`src/fuhi_map.vh`:
```
/*
 * Constants for the floating-point unit host interface: instruction field
 * positions, opcode codes and reset values.
 * Assumes it is included by bare name from the design files of this block.
 */
`ifndef FUHI_MAP_VH
`define FUHI_MAP_VH

// ---------------------------------------------------------------------
// Instruction fields used to recognise arithmetic float operations
// ---------------------------------------------------------------------
`define FUHI_OP_HI       31
`define FUHI_OP_LO       30
`define FUHI_OP3_HI      24
`define FUHI_OP3_LO      19
`define FUHI_OP_ARITH    2'h2
`define FUHI_OP3_FPOP1   6'h34
`define FUHI_OP3_FPOP2   6'h35

// ---------------------------------------------------------------------
// Widths and reset values
// ---------------------------------------------------------------------
`define FUHI_DATA_W      32
`define FUHI_ADDR_W      30
`define FUHI_ADDR_LSB    2
`define FUHI_QUEUE_DEPTH 4
`define FUHI_RST_WORD    32'h0000_0000
`define FUHI_RST_ADDR    30'h0000_0000
`define FUHI_RST_CC      2'h0
`define FUHI_RST_HOLD    1'b0
`define FUHI_RST_CCV     1'b1
`define FUHI_RST_PRESENT 1'b0

`endif

```
`src/fuhi_fetch_pair.v`:
```
/*
 * Fetch snooper: keeps the last two instruction words and word addresses
 * seen on the shared bus, and presents one of them on request.
 * Assumes fetch strobes are synchronous to clk_i.
 */
`timescale 1ns/100ps
`include "fuhi_map.vh"

module fuhi_fetch_pair
#(
   parameter DATA_W = `FUHI_DATA_W,
   parameter ADDR_W = `FUHI_ADDR_W
)
(
   input  wire              clk_i,
   input  wire              reset_i,
   input  wire              capture_i,
   input  wire [DATA_W-1:0] word_i,
   input  wire [ADDR_W-1:0] addr_i,
   input  wire              pick_older_i,
   output reg  [DATA_W-1:0] sel_word_o,
   output reg  [ADDR_W-1:0] sel_addr_o
);

   reg [DATA_W-1:0] last_word;
   reg [ADDR_W-1:0] last_addr;
   reg [DATA_W-1:0] prev_word;
   reg [ADDR_W-1:0] prev_addr;

   // ------------------------------------------------------------------
   // Two-deep history, shifted on every captured fetch
   // ------------------------------------------------------------------
   always @(posedge clk_i or posedge reset_i)
   begin
      if (reset_i)
      begin
         last_word <= `FUHI_RST_WORD;
         last_addr <= `FUHI_RST_ADDR;
         prev_word <= `FUHI_RST_WORD;
         prev_addr <= `FUHI_RST_ADDR;
      end
      else if (capture_i)
      begin
         prev_word <= last_word;
         prev_addr <= last_addr;
         last_word <= word_i;
         last_addr <= addr_i;
      end
   end

   // Combinational pick, so the issue stage sees the word of this decode
   always @*
   begin
      if (pick_older_i)
      begin
         sel_word_o = prev_word;
         sel_addr_o = prev_addr;
      end
      else
      begin
         sel_word_o = last_word;
         sel_addr_o = last_addr;
      end
   end

endmodule

```
`src/fuhi_exc_req.v`:
```
/*
 * Exception request latch with a one-cycle delayed copy used to drop the
 * hold after the request has been visible for a full cycle.
 * Assumes event and acknowledge are synchronous to clk_i.
 */
`timescale 1ns/100ps

module fuhi_exc_req
(
   input  wire clk_i,
   input  wire reset_i,
   input  wire event_i,
   input  wire ack_i,
   output reg  req_o,
   output reg  req_aged_o
);

   // ------------------------------------------------------------------
   // Request stays up until acknowledged; a new event beats the ack
   // ------------------------------------------------------------------
   always @(posedge clk_i or posedge reset_i)
   begin
      if (reset_i)
      begin
         req_o      <= 1'b0;
         req_aged_o <= 1'b0;
      end
      else
      begin
         req_o      <= event_i | (req_o & ~ack_i);
         req_aged_o <= req_o & (event_i | ~ack_i);
      end
   end

endmodule

```
`src/fuhi_top.v`:
```
/*
 * Host-facing signalling of a floating-point coprocessor: fetch snooping,
 * instruction issue, pipeline holds and freezes, exception handshake,
 * flush, data bus drive control and presence indication.
 * Assumes all pins are synchronous to clk_i; the arithmetic core sits on
 * the core-side ports and reports dependencies, exceptions and codes.
 */
// What this block does
// [RULE1] Capture the word address bits 31..2 on each instruction fetch.
// [RULE2] Copy the data bus word while the opcode fetch cycle input is high.
// [RULE3] First issue select starts the most recently fetched word.
// [RULE4] Second issue select starts the word fetched before the latest.
// [RULE5] Flush aborts unqueued instructions; queued ones still complete.
// [RULE6] Integer unit flushes on traps and reissues aborted instructions later.
// [RULE7] Raise exception request on a float exception until acknowledged.
// [RULE8] Trap acknowledge drops the exception request.
// [RULE9] Assert hold on resource or data dependency; release when cleared.
// [RULE10] Condition valid output high when codes valid; low freezes pipeline.
// [RULE11] Condition code outputs mirror the status register code field.
// [RULE12] Freeze notice high whenever hold is high or condition valid low.
// [RULE13] Stay frozen while coprocessor condition valid is low.
// [RULE14] Stay frozen while coprocessor hold is high.
// [RULE15] Bus drive enable low turns data bus drivers off at once; data_oe_o here drops at the next rising edge.
// [RULE16] System drops bus drive enable when another master needs the bus.
// [RULE17] Instructions, load data and store data all use the 32-bit bus.
// [RULE18] Drive the unit-present output low continuously.
// [RULE19] Frozen work resumes only with all holds off and both valids on.
// [RULE20] Freeze notice changes on rising edge; hold and valid on falling.
// [RULE21] When excepting while holding, release hold a cycle after request.
// [RULE22] Test tristate input high switches every output driver off.
// [RULE23] Reset clears request, hold, issue state; valid high; bus undriven.
`timescale 1ns/100ps
`include "fuhi_map.vh"

module fuhi_top
#(
   parameter DATA_W      = `FUHI_DATA_W,
   parameter ADDR_W      = `FUHI_ADDR_W,
   parameter QUEUE_DEPTH = `FUHI_QUEUE_DEPTH
)
(
   input  wire              clk_i,
   input  wire              reset_i,
   // Integer unit and coprocessor
   input  wire              opcode_fetch_cycle_i,
   input  wire              issue_last_fetched_i,
   input  wire              issue_second_last_fetched_i,
   input  wire              flush_i,
   input  wire              trap_taken_ack_i,
   input  wire              coproc_cond_valid_i,
   input  wire              coproc_hold_in_i,
   output reg               float_cond_valid_o,
   output reg  [1:0]        float_cond_code_o,
   output reg               float_exception_req_o,
   output reg               float_hold_out_o,
   output reg               float_unit_present_n_o,
   // System and memory
   input  wire [31:2]       addr_i,
   input  wire [DATA_W-1:0] data_i,
   output reg  [DATA_W-1:0] data_o,
   output reg               data_oe_o,
   input  wire              mem_stall_a_i,
   input  wire              mem_stall_b_i,
   input  wire              bus_stall_i,
   input  wire              mem_strobe_i,
   input  wire              bus_drive_enable_i,
   input  wire              test_tristate_all_i,
   output reg               pipe_freeze_notice_o,
   output reg               outputs_enable_o,
   // Arithmetic core side
   input  wire              core_dep_stall_i,
   input  wire              core_exception_i,
   input  wire              core_queue_done_i,
   input  wire              core_cc_pending_i,
   input  wire [1:0]        float_status_reg_cc_i,
   input  wire              core_load_take_i,
   input  wire              core_store_req_i,
   input  wire [DATA_W-1:0] core_store_data_i,
   output reg               issue_valid_o,
   output reg  [DATA_W-1:0] issue_word_o,
   output reg  [ADDR_W-1:0] issue_addr_o,
   output reg               issue_is_fpop_o,
   output reg               flush_o,
   output reg               load_valid_o,
   output reg  [DATA_W-1:0] load_data_o
);

   localparam CNT_W = 8;

   // ------------------------------------------------------------------
   // Issue state machine, one-hot
   // ------------------------------------------------------------------
   localparam [2:0] ST_IDLE  = 3'h1;
   localparam [2:0] ST_WAIT  = 3'h2;
   localparam [2:0] ST_ABORT = 3'h4;

   reg  [2:0]        state;
   reg  [2:0]        next_state;
   reg  [DATA_W-1:0] pend_word;
   reg  [ADDR_W-1:0] pend_addr;
   reg               pend_fpop;
   reg  [CNT_W-1:0]  queue_count;
   reg  [CNT_W-1:0]  next_queue_count;
   reg               next_issue_valid;
   wire [DATA_W-1:0] sel_word;
   wire [ADDR_W-1:0] sel_addr;
   wire              exc_req;
   wire              exc_aged;
   wire              issue_req;
   wire              sel_fpop;
   wire              queue_full;
   wire              frozen;
   wire              fetch_take;
   wire              resource_hold;
   wire              next_hold;
   wire              next_ccv;

   // ------------------------------------------------------------------
   // Fetch snooping
   // ------------------------------------------------------------------
   // During a cache miss the word only counts when the memory strobe marks it
   assign fetch_take = opcode_fetch_cycle_i &                          // RULE2
                       (~(mem_stall_a_i | mem_stall_b_i | bus_stall_i) | mem_strobe_i);

   fuhi_fetch_pair
   #(
      .DATA_W (DATA_W),
      .ADDR_W (ADDR_W)
   )
   u_fetch
   (
      .clk_i        (clk_i),
      .reset_i      (reset_i),
      .capture_i    (fetch_take),
      .word_i       (data_i),                                          // RULE17
      .addr_i       (addr_i[31:`FUHI_ADDR_LSB]),                       // RULE1
      .pick_older_i (issue_second_last_fetched_i),                     // RULE4
      .sel_word_o   (sel_word),
      .sel_addr_o   (sel_addr)
   );

   assign issue_req = issue_last_fetched_i | issue_second_last_fetched_i; // RULE3

   assign sel_fpop = (sel_word[`FUHI_OP_HI:`FUHI_OP_LO] == `FUHI_OP_ARITH) &&
                     ((sel_word[`FUHI_OP3_HI:`FUHI_OP3_LO] == `FUHI_OP3_FPOP1) ||
                      (sel_word[`FUHI_OP3_HI:`FUHI_OP3_LO] == `FUHI_OP3_FPOP2));

   assign queue_full = (queue_count >= QUEUE_DEPTH[CNT_W-1:0]);

   // ------------------------------------------------------------------
   // Exception handshake
   // ------------------------------------------------------------------
   fuhi_exc_req u_exc
   (
      .clk_i      (clk_i),
      .reset_i    (reset_i),
      .event_i    (core_exception_i),                                  // RULE7
      .ack_i      (trap_taken_ack_i),                                  // RULE8
      .req_o      (exc_req),
      .req_aged_o (exc_aged)
   );

   // ------------------------------------------------------------------
   // Freeze condition seen by the front end and load path
   // ------------------------------------------------------------------
   assign frozen = mem_stall_a_i | mem_stall_b_i | bus_stall_i |       // RULE19
                   coproc_hold_in_i |                                  // RULE14
                   ~coproc_cond_valid_i |                              // RULE13
                   float_hold_out_o | ~float_cond_valid_o;

   // Queue-full stall only matters for an incoming arithmetic operation
   assign resource_hold = issue_req & sel_fpop & queue_full;

   // Holding through an exception would deadlock the trap, so it drops
   // once the request has stood a full cycle
   assign next_hold = (core_dep_stall_i | resource_hold) & ~exc_aged;  // RULE9 RULE21

   // An aborted compare leaves the old codes, so validity returns at once
   assign next_ccv = ~(core_cc_pending_i & ~flush_i);                  // RULE10

   // ------------------------------------------------------------------
   // Hold and condition valid change on the falling edge
   // ------------------------------------------------------------------
   always @(negedge clk_i or posedge reset_i)
   begin
      if (reset_i)
      begin
         float_hold_out_o   <= `FUHI_RST_HOLD;                         // RULE23
         float_cond_valid_o <= `FUHI_RST_CCV;
      end
      else
      begin
         float_hold_out_o   <= next_hold;                              // RULE20
         float_cond_valid_o <= next_ccv;
      end
   end

   // ------------------------------------------------------------------
   // Issue control
   // ------------------------------------------------------------------
   always @*
   begin
      next_state       = state;
      next_issue_valid = 1'b0;
      case (state)
         ST_IDLE:
         begin
            if (flush_i)
               next_state = ST_IDLE;
            else if (issue_req && (frozen || resource_hold))
               next_state = ST_WAIT;
            else if (issue_req)
               next_issue_valid = 1'b1;
         end
         ST_WAIT:
         begin
            if (flush_i)
               next_state = ST_ABORT;                                  // RULE5
            else if (!frozen && !(pend_fpop && queue_full))
            begin
               next_issue_valid = 1'b1;
               next_state       = ST_IDLE;
            end
         end
         ST_ABORT:
            next_state = ST_IDLE;
         default:
            next_state = ST_IDLE;
      endcase
   end

   always @*
   begin
      next_queue_count = queue_count;
      if (next_issue_valid && (state == ST_IDLE ? sel_fpop : pend_fpop))
         next_queue_count = next_queue_count + 8'h01;
      if (core_queue_done_i && (queue_count != 8'h00))
         next_queue_count = next_queue_count - 8'h01;
   end

   always @(posedge clk_i or posedge reset_i)
   begin
      if (reset_i)
      begin
         state           <= ST_IDLE;                                   // RULE23
         pend_word       <= `FUHI_RST_WORD;
         pend_addr       <= `FUHI_RST_ADDR;
         pend_fpop       <= 1'b0;
         queue_count     <= 8'h00;
         issue_valid_o   <= 1'b0;
         issue_word_o    <= `FUHI_RST_WORD;
         issue_addr_o    <= `FUHI_RST_ADDR;
         issue_is_fpop_o <= 1'b0;
         flush_o         <= 1'b0;
      end
      else
      begin
         state         <= next_state;
         queue_count   <= next_queue_count;
         issue_valid_o <= next_issue_valid;
         // Queued work is untouched; only the core's front end sees the flush
         flush_o       <= flush_i;                                     // RULE5
         if (state == ST_IDLE && issue_req)
         begin
            pend_word <= sel_word;                                     // RULE3 RULE4
            pend_addr <= sel_addr;
            pend_fpop <= sel_fpop;
         end
         if (next_issue_valid)
         begin
            issue_word_o    <= (state == ST_IDLE) ? sel_word : pend_word;
            issue_addr_o    <= (state == ST_IDLE) ? sel_addr : pend_addr;
            issue_is_fpop_o <= (state == ST_IDLE) ? sel_fpop : pend_fpop;
         end
      end
   end

   // ------------------------------------------------------------------
   // Rising-edge outputs: freeze notice, codes, request, loads and bus
   // ------------------------------------------------------------------
   always @(posedge clk_i or posedge reset_i)
   begin
      if (reset_i)
      begin
         pipe_freeze_notice_o   <= 1'b0;
         float_cond_code_o      <= `FUHI_RST_CC;
         float_exception_req_o  <= 1'b0;
         float_unit_present_n_o <= `FUHI_RST_PRESENT;
         outputs_enable_o       <= 1'b0;
         load_valid_o           <= 1'b0;
         load_data_o            <= `FUHI_RST_WORD;
         data_o                 <= `FUHI_RST_WORD;
         data_oe_o              <= 1'b0;                               // RULE23
      end
      else
      begin
         pipe_freeze_notice_o   <= float_hold_out_o | ~float_cond_valid_o; // RULE12 RULE20
         float_cond_code_o      <= float_status_reg_cc_i;              // RULE11
         float_exception_req_o  <= exc_req;                            // RULE7 RULE8
         float_unit_present_n_o <= `FUHI_RST_PRESENT;                  // RULE18
         outputs_enable_o       <= ~test_tristate_all_i;               // RULE22
         load_valid_o           <= core_load_take_i & ~frozen;         // RULE19
         if (core_load_take_i && !frozen)
            load_data_o <= data_i;                                     // RULE17
         data_o    <= core_store_data_i;
         // Drivers drop regardless of the store in progress
         data_oe_o <= core_store_req_i & bus_drive_enable_i &          // RULE15
                      ~test_tristate_all_i;                            // RULE22
      end
   end

endmodule

```
`config.mk`:
```
export PLATFORM = sky130hd
export DESIGN_NAME = fuhi_top
export DESIGN_NICKNAME = d
export VERILOG_FILES = /design/src/fuhi_fetch_pair.v /design/src/fuhi_exc_req.v /design/src/fuhi_top.v
export VERILOG_INCLUDE_DIRS = /design/src /design/src/src
export SDC_FILE = /design/constraint.sdc
export NUM_CORES = 1
export LEC_CHECK = 0
export BUFFER_PORTS_ARGS = -buffer_cell sky130_fd_sc_hd__buf_2
export CORE_ASPECT_RATIO = 1.2
export CORE_MARGIN = 1.5
export CORE_UTILIZATION = 55
export CTS_CLUSTER_SIZE = 8
export DETAILED_ROUTE_END_ITERATION = 10
export GPL_TIMING_DRIVEN = 1
export PLACE_DENSITY = 0.79
export SLEW_MARGIN = 20
export SYNTH_ARGS = -nofsm -noshare
export SYNTH_HDL_FRONTEND = slang
export SYNTH_SLANG_ARGS = --single-unit
```
`constraint.sdc`:
```
create_clock -name clk_i -period 15.8 [get_ports clk_i]
set_input_delay 2.37 -clock clk_i [delete_from_list [all_inputs] [get_ports clk_i]]
set_output_delay 2.37 -clock clk_i [all_outputs]
set_load 0.03 [all_outputs]
```
# Word-level counts from Yosys, hierarchy flattened
# Cells that the tools add are included.
# word_totals
regBits,338
in_bits,117
out_inout_bits,139
elab_cells,99
# classes
add_sub_neg,2
magnitude_cmp,1
n_eq_ne,7
n_mux,18
bitwise,31
reduce_logical,14
# op_table
operator,count
32-bit two-way mux,2
30-bit two-way mux,2
8-bit two-way mux,2
"6-bit equality test, second input constant",2
3-bit two-way mux,4
1-bit OR,12
1-bit bitwise AND,10
1-bit inverter,9
"8-bit by 1-bit adder with 8-bit output, second input constant",1
"8-bit by 3-bit greater-or-equal comparator with 1-bit output, second input constant",1
1-bit logical AND,8
8-bit nonzero test,1
"8-bit by 1-bit subtractor with 8-bit output, second input constant",1
1-bit two-way mux,6
"3-bit inequality test, second input constant",2
3-bit case mux with 2 select lines,1
"3-bit by 1-bit equality test with 1-bit output, second input constant",1
"3-bit by 2-bit equality test with 1-bit output, second input constant",1
"2-bit equality test, second input constant",1
1-bit logical NOT,2
1-bit logical OR,2
1-bit case mux with 2 select lines,1
2-bit AND reduction,1

# Logic depth before layout (Yosys ltp)
# depth
ltp_word,15
ltp_mapped,11
depth_no_buf,10

# Modules after synthesis
# Synthesis repeated with hierarchy kept, for this count alone.
# unflattened
cells_unflattened,1075
hier_area_um2,13959.6
# modules_own_cells
mod,instances,cells_per_inst,area_per_inst_um2,seq_area_each_um2
fuhi_top,1,736,8286.7,5307.6
fuhi_fetch_pair,1,332,5594.1,3103.0
fuhi_exc_req,1,7,78.8,50.0

==> impl_metrics.prom <==
# TYPE chip_impl_metric gauge
chip_impl_info{name="status",value="finished, final reports clean"} 1
chip_impl_metric{name="routed-via-count",unit=""} 9054
chip_impl_metric{name="worst_slack",unit="ns"} 4.01
chip_impl_metric{name="critPathBufInv",unit=""} 2
chip_impl_metric{name="reg2reg_setup_slack",unit="ns"} 4.49
chip_impl_metric{name="placementRows",unit=""} 62
chip_impl_metric{name="cap_violations",unit=""} 0
chip_impl_metric{name="worstPathMaxFanout",unit=""} 38
chip_impl_metric{name="start_util",unit="%"} 55.9
chip_impl_metric{name="first_pass_grt_wire_length",unit="µm"} 46100
chip_impl_metric{name="layout.cell_area.non_filler",unit="µm²"} 16200
chip_impl_metric{name="whs_path_depth",unit=""} 0
chip_impl_metric{name="syn_inst",unit=""} 1153
chip_impl_info{name="r2r-end",value="queue_count[6]"} 1
chip_impl_metric{name="mean_post_synth_cell_area",unit="µm²"} 11.6
chip_impl_metric{name="floorplan.core_area",unit="µm²"} 23900
chip_impl_metric{name="htree_levels",unit=""} 2
chip_impl_metric{name="synth_fp_nets",unit=""} 1273
chip_impl_metric{name="fin_hold_ws",unit="ns"} 0.404
chip_impl_metric{name="hold_viol",unit=""} 0
chip_impl_metric{name="routed_wire_length_per_instance",unit="µm"} 16.0
chip_impl_metric{name="timing.slew.headroom",unit="%"} 30.4
chip_impl_metric{name="dp_hpwl",unit="µm"} 17300
chip_impl_metric{name="final_cells",unit=""} 1734
chip_impl_metric{name="timing.final.max_slew_violations",unit=""} 0
chip_impl_metric{name="antenna_found_initial",unit=""} 2
chip_impl_metric{name="cts.clk_slew.worst_paths",unit="ns"} 0.05
chip_impl_info{name="critPathCaptureType",value="flip-flop"} 1
chip_impl_metric{name="wirelength",unit="µm"} 27800
chip_impl_info{name="tightest_hold_check_type",value="reg -> reg"} 1
chip_impl_metric{name="synthesis.area",unit="µm²"} 13400
chip_impl_info{name="hold-path-endpoint",value="float_exception_req_o"} 1
chip_impl_info{name="min_delay_src",value="u_exc.req_o"} 1
chip_impl_metric{name="setup_total_negative_slack",unit="ns"} 0
chip_impl_metric{name="layout-area-overhead-vs-synth",unit="%"} 21.3
chip_impl_metric{name="synth_enable_flop_cells",unit=""} 0
chip_impl_info{name="rsz_0062_raised_after_global_routing",value="no"} 1
chip_impl_info{name="tritoncts",value="built"} 1
chip_impl_info{name="crit_path_top_delay_cell",value="sky130_fd_sc_hd__buf_4"} 1
chip_impl_metric{name="report.final.setup_viol",unit=""} 0
chip_impl_metric{name="fin_skew",unit="ns"} 0.0544
chip_impl_metric{name="worstSkewPairLatency",unit="ns"} 0.57
chip_impl_metric{name="gr-total-overflow",unit=""} 0
chip_impl_metric{name="nets",unit=""} 1522
chip_impl_info{name="ys.flop_type",value="sky130_fd_sc_hd__dfrtp_1"} 1
chip_impl_metric{name="seq_area_frac_synth",unit="%"} 63.3
chip_impl_metric{name="placement.setup.worst_slack",unit="ns"} 3.47
chip_impl_metric{name="synthDominantCellAreaShare",unit="%"} 62.7
chip_impl_metric{name="die_h",unit="µm"} 174
chip_impl_metric{name="synth-async-reset-ratio",unit="%"} 100
chip_impl_metric{name="final_core_utilization",unit="%"} 67.9
chip_impl_info{name="r2r-start",value="float_cond_valid_o"} 1
chip_impl_metric{name="yosysWarnings",unit=""} 0
chip_impl_metric{name="grt_start_max_net_pins",unit=""} 179
chip_impl_metric{name="post_cts_buffers",unit=""} 0
chip_impl_metric{name="hold_buffer_count_at_cts",unit=""} 0
chip_impl_metric{name="power_density",unit="nW/µm²"} 162
chip_impl_metric{name="yosys_register_bits",unit=""} 338
chip_impl_metric{name="worst_slew_pin_slew",unit="ns"} 1.04
chip_impl_info{name="start_kind",value="input port"} 1
chip_impl_info{name="synth.area.top_cells",value="sky130_fd_sc_hd__dfrtp_1 (63%), sky130_fd_sc_hd__mux2_2 (10%), sky130_fd_sc_hd__nand2_1 (8.2%)"} 1
chip_impl_metric{name="clock_sink_count",unit=""} 338
chip_impl_metric{name="worstPathRequired",unit="ns"} 8.46
chip_impl_metric{name="numPlacedInstances",unit=""} 1672
chip_impl_metric{name="initialDrtViolationCount",unit=""} 372
chip_impl_metric{name="synth.lib_cells_used.distinct",unit=""} 48
chip_impl_metric{name="floorplan.io_pins",unit=""} 256
chip_impl_info{name="clk_root_buf",value="sky130_fd_sc_hd__clkbuf_16"} 1
chip_impl_metric{name="power_leakage",unit="nW"} 8.02
chip_impl_metric{name="drt-vias-per-instance",unit=""} 5.22
chip_impl_metric{name="global_route.usage.met2",unit="%"} 38.4
chip_impl_info{name="synth.most_common_cell",value="sky130_fd_sc_hd__dfrtp_1"} 1
chip_impl_metric{name="cts_repair_resize_count",unit=""} 0
chip_impl_info{name="critPathTopFamily",value="buffers and inverters"} 1
chip_impl_metric{name="cts_inserted_buffers",unit=""} 48
chip_impl_metric{name="power",unit="mW"} 2.62
chip_impl_metric{name="global_route_usage_over_all_layers",unit="%"} 22.4
chip_impl_metric{name="post_dp_cell_area",unit="µm²"} 14900
chip_impl_info{name="global_route.peak_usage_layer",value="met2"} 1
chip_impl_metric{name="buffer_ports.inserted",unit=""} 254
chip_impl_info{name="worstSetupPathType",value="in -> reg"} 1
chip_impl_info{name="crit_path_frequent_cell",value="sky130_fd_sc_hd__nor2_1"} 1
chip_impl_info{name="path_cells",value="buf_4 > buf_4 > nand4b_1 > o22ai_1 > nand3_1 > nor2_1 > nor2_1 > nor2_1"} 1
chip_impl_metric{name="timing.critical_path.arrival",unit="ns"} 4.45
chip_impl_metric{name="gp_congestion",unit=""} 0.783
chip_impl_metric{name="reg2regPathDepth",unit=""} 10
chip_impl_metric{name="firstDrtPassIters",unit=""} 5
chip_impl_metric{name="die_x",unit="µm"} 145
chip_impl_metric{name="cts_max_path_buffers",unit=""} 3
chip_impl_metric{name="post_route_cells_drive_above_1_share",unit="%"} 32.4
chip_impl_metric{name="power.ir.vdd_worst",unit="V"} 0.000111
chip_impl_metric{name="first_global_vias",unit=""} 9304
chip_impl_metric{name="ant_nets",unit=""} 0
chip_impl_metric{name="use_met1",unit="%"} 28.2
chip_impl_info{name="ranking_of_synthesized_cells_by_instance_count",value="sky130_fd_sc_hd__dfrtp_1 (335), sky130_fd_sc_hd__nand2_1 (292), sky130_fd_sc_hd__o21ai_0 (156)"} 1
chip_impl_metric{name="critical-path-max-stage-delay",unit="ns"} 0.67
chip_impl_metric{name="use_met3",unit="%"} 5.11
chip_impl_metric{name="remaining_drc_errors",unit=""} 0
chip_impl_metric{name="die_area",unit="µm²"} 25200
chip_impl_info{name="top_cell_type_by_total_area_after_synthesis",value="sky130_fd_sc_hd__dfrtp_1"} 1
sequential cells by signal (all words and copies together), names as in the netlist, 2 cells and up:
register,cells
u_fetch.prev_word,32
issue_addr_o,30
queue_count,8
state,3
float_cond_code_o,2
u_fetch.prev_addr,30
pend_word,32
issue_word_o,32
u_fetch.last_word,32
u_fetch.last_addr,30
pend_addr,30
data_o,32
load_data_o,32
layout by cell type (no fill, tap or decap), drive strengths merged, types with 3 or more instances in the layout:
cell / n
nand2: 292
a21o: 3
nand2b: 4
clkbuf: 57
buf: 265
clkinv: 5
o21ai: 192
or3: 3
xnor2: 4
inv: 9
dfrtp: 335
nor3: 4
a21oi: 6
ha: 3
nor2: 6
mux2: 126
mux2i: 65
xor2: 4
worst max-delay path by stage:
stage	start	to	slack [ns]	cells after the start
floorplan	reset_i	float_hold_out_o	1.18	1
global placement	issue_second_last_fetched_i	float_hold_out_o	3.50	8
detailed placement	issue_second_last_fetched_i	float_hold_out_o	3.47	8
finish	issue_second_last_fetched_i	float_hold_out_o	4.01	8
CTS	issue_second_last_fetched_i	float_hold_out_o	4.00	8
global route	issue_second_last_fetched_i	float_hold_out_o	3.90	8
area by class of cell:
cell class / count / area [µm²]
Sequential cell: 338 / 8460
Timing Repair Buffer: 265 / 1370
Fill cell: 1780 / 7680
Clock buffer: 57 / 1230
Inverter: 10 / 41.3
Tap cell: 320 / 400
Multi-Input combinational cell: 738 / 4650
Antenna cell: 1 / 2.50
Clock inverter: 5 / 61.3
cell families after synthesis:
logic type | after synthesis | share of synthesized area, %
other cells | 1 | 0.0281
mux | 191 | 15.5
flops | 338 | 63.3
buf+inv | 77 | 2.23
compound gates | 210 | 8.27
xor+xnor | 8 | 0.524
fa+ha+maj | 3 | 0.281
simple gates | 325 | 9.81
per-layer routing:
metal  vias to the layer above  wire (µm)  part of all wire, %
met5                         -         12                0.043
met4                         2        751                  2.7
met3                        50       1480                  5.3
met2                       227      14100                   51
met1                      4404      11500                   41
li1                       4371          -                    -
report_power, final:
group	total, mW	switching [mW]	internal, mW	leakage [nW]
combinational	0.554	0.347	0.207	3.20
sequential	1.18	0.113	1.07	4.18
clock	0.887	0.345	0.542	0.632
total	2.62	0.806	1.82	8.02
worst reg2reg max path: stages (launching register included):
cell                       delay, ns
sky130_fd_sc_hd__dfstp_2        0.52
sky130_fd_sc_hd__nor2b_1        0.20
sky130_fd_sc_hd__nand4b_1       0.17
sky130_fd_sc_hd__a2111o_1       0.37
sky130_fd_sc_hd__a211oi_4       0.45
sky130_fd_sc_hd__mux2i_1        0.30
sky130_fd_sc_hd__ha_1           0.18
sky130_fd_sc_hd__o211ai_1       0.13
sky130_fd_sc_hd__or4b_2         0.65
sky130_fd_sc_hd__a21oi_1        0.17
sky130_fd_sc_hd__xor2_1         0.16
Note: power is estimated with default switching activity, not from simulation.
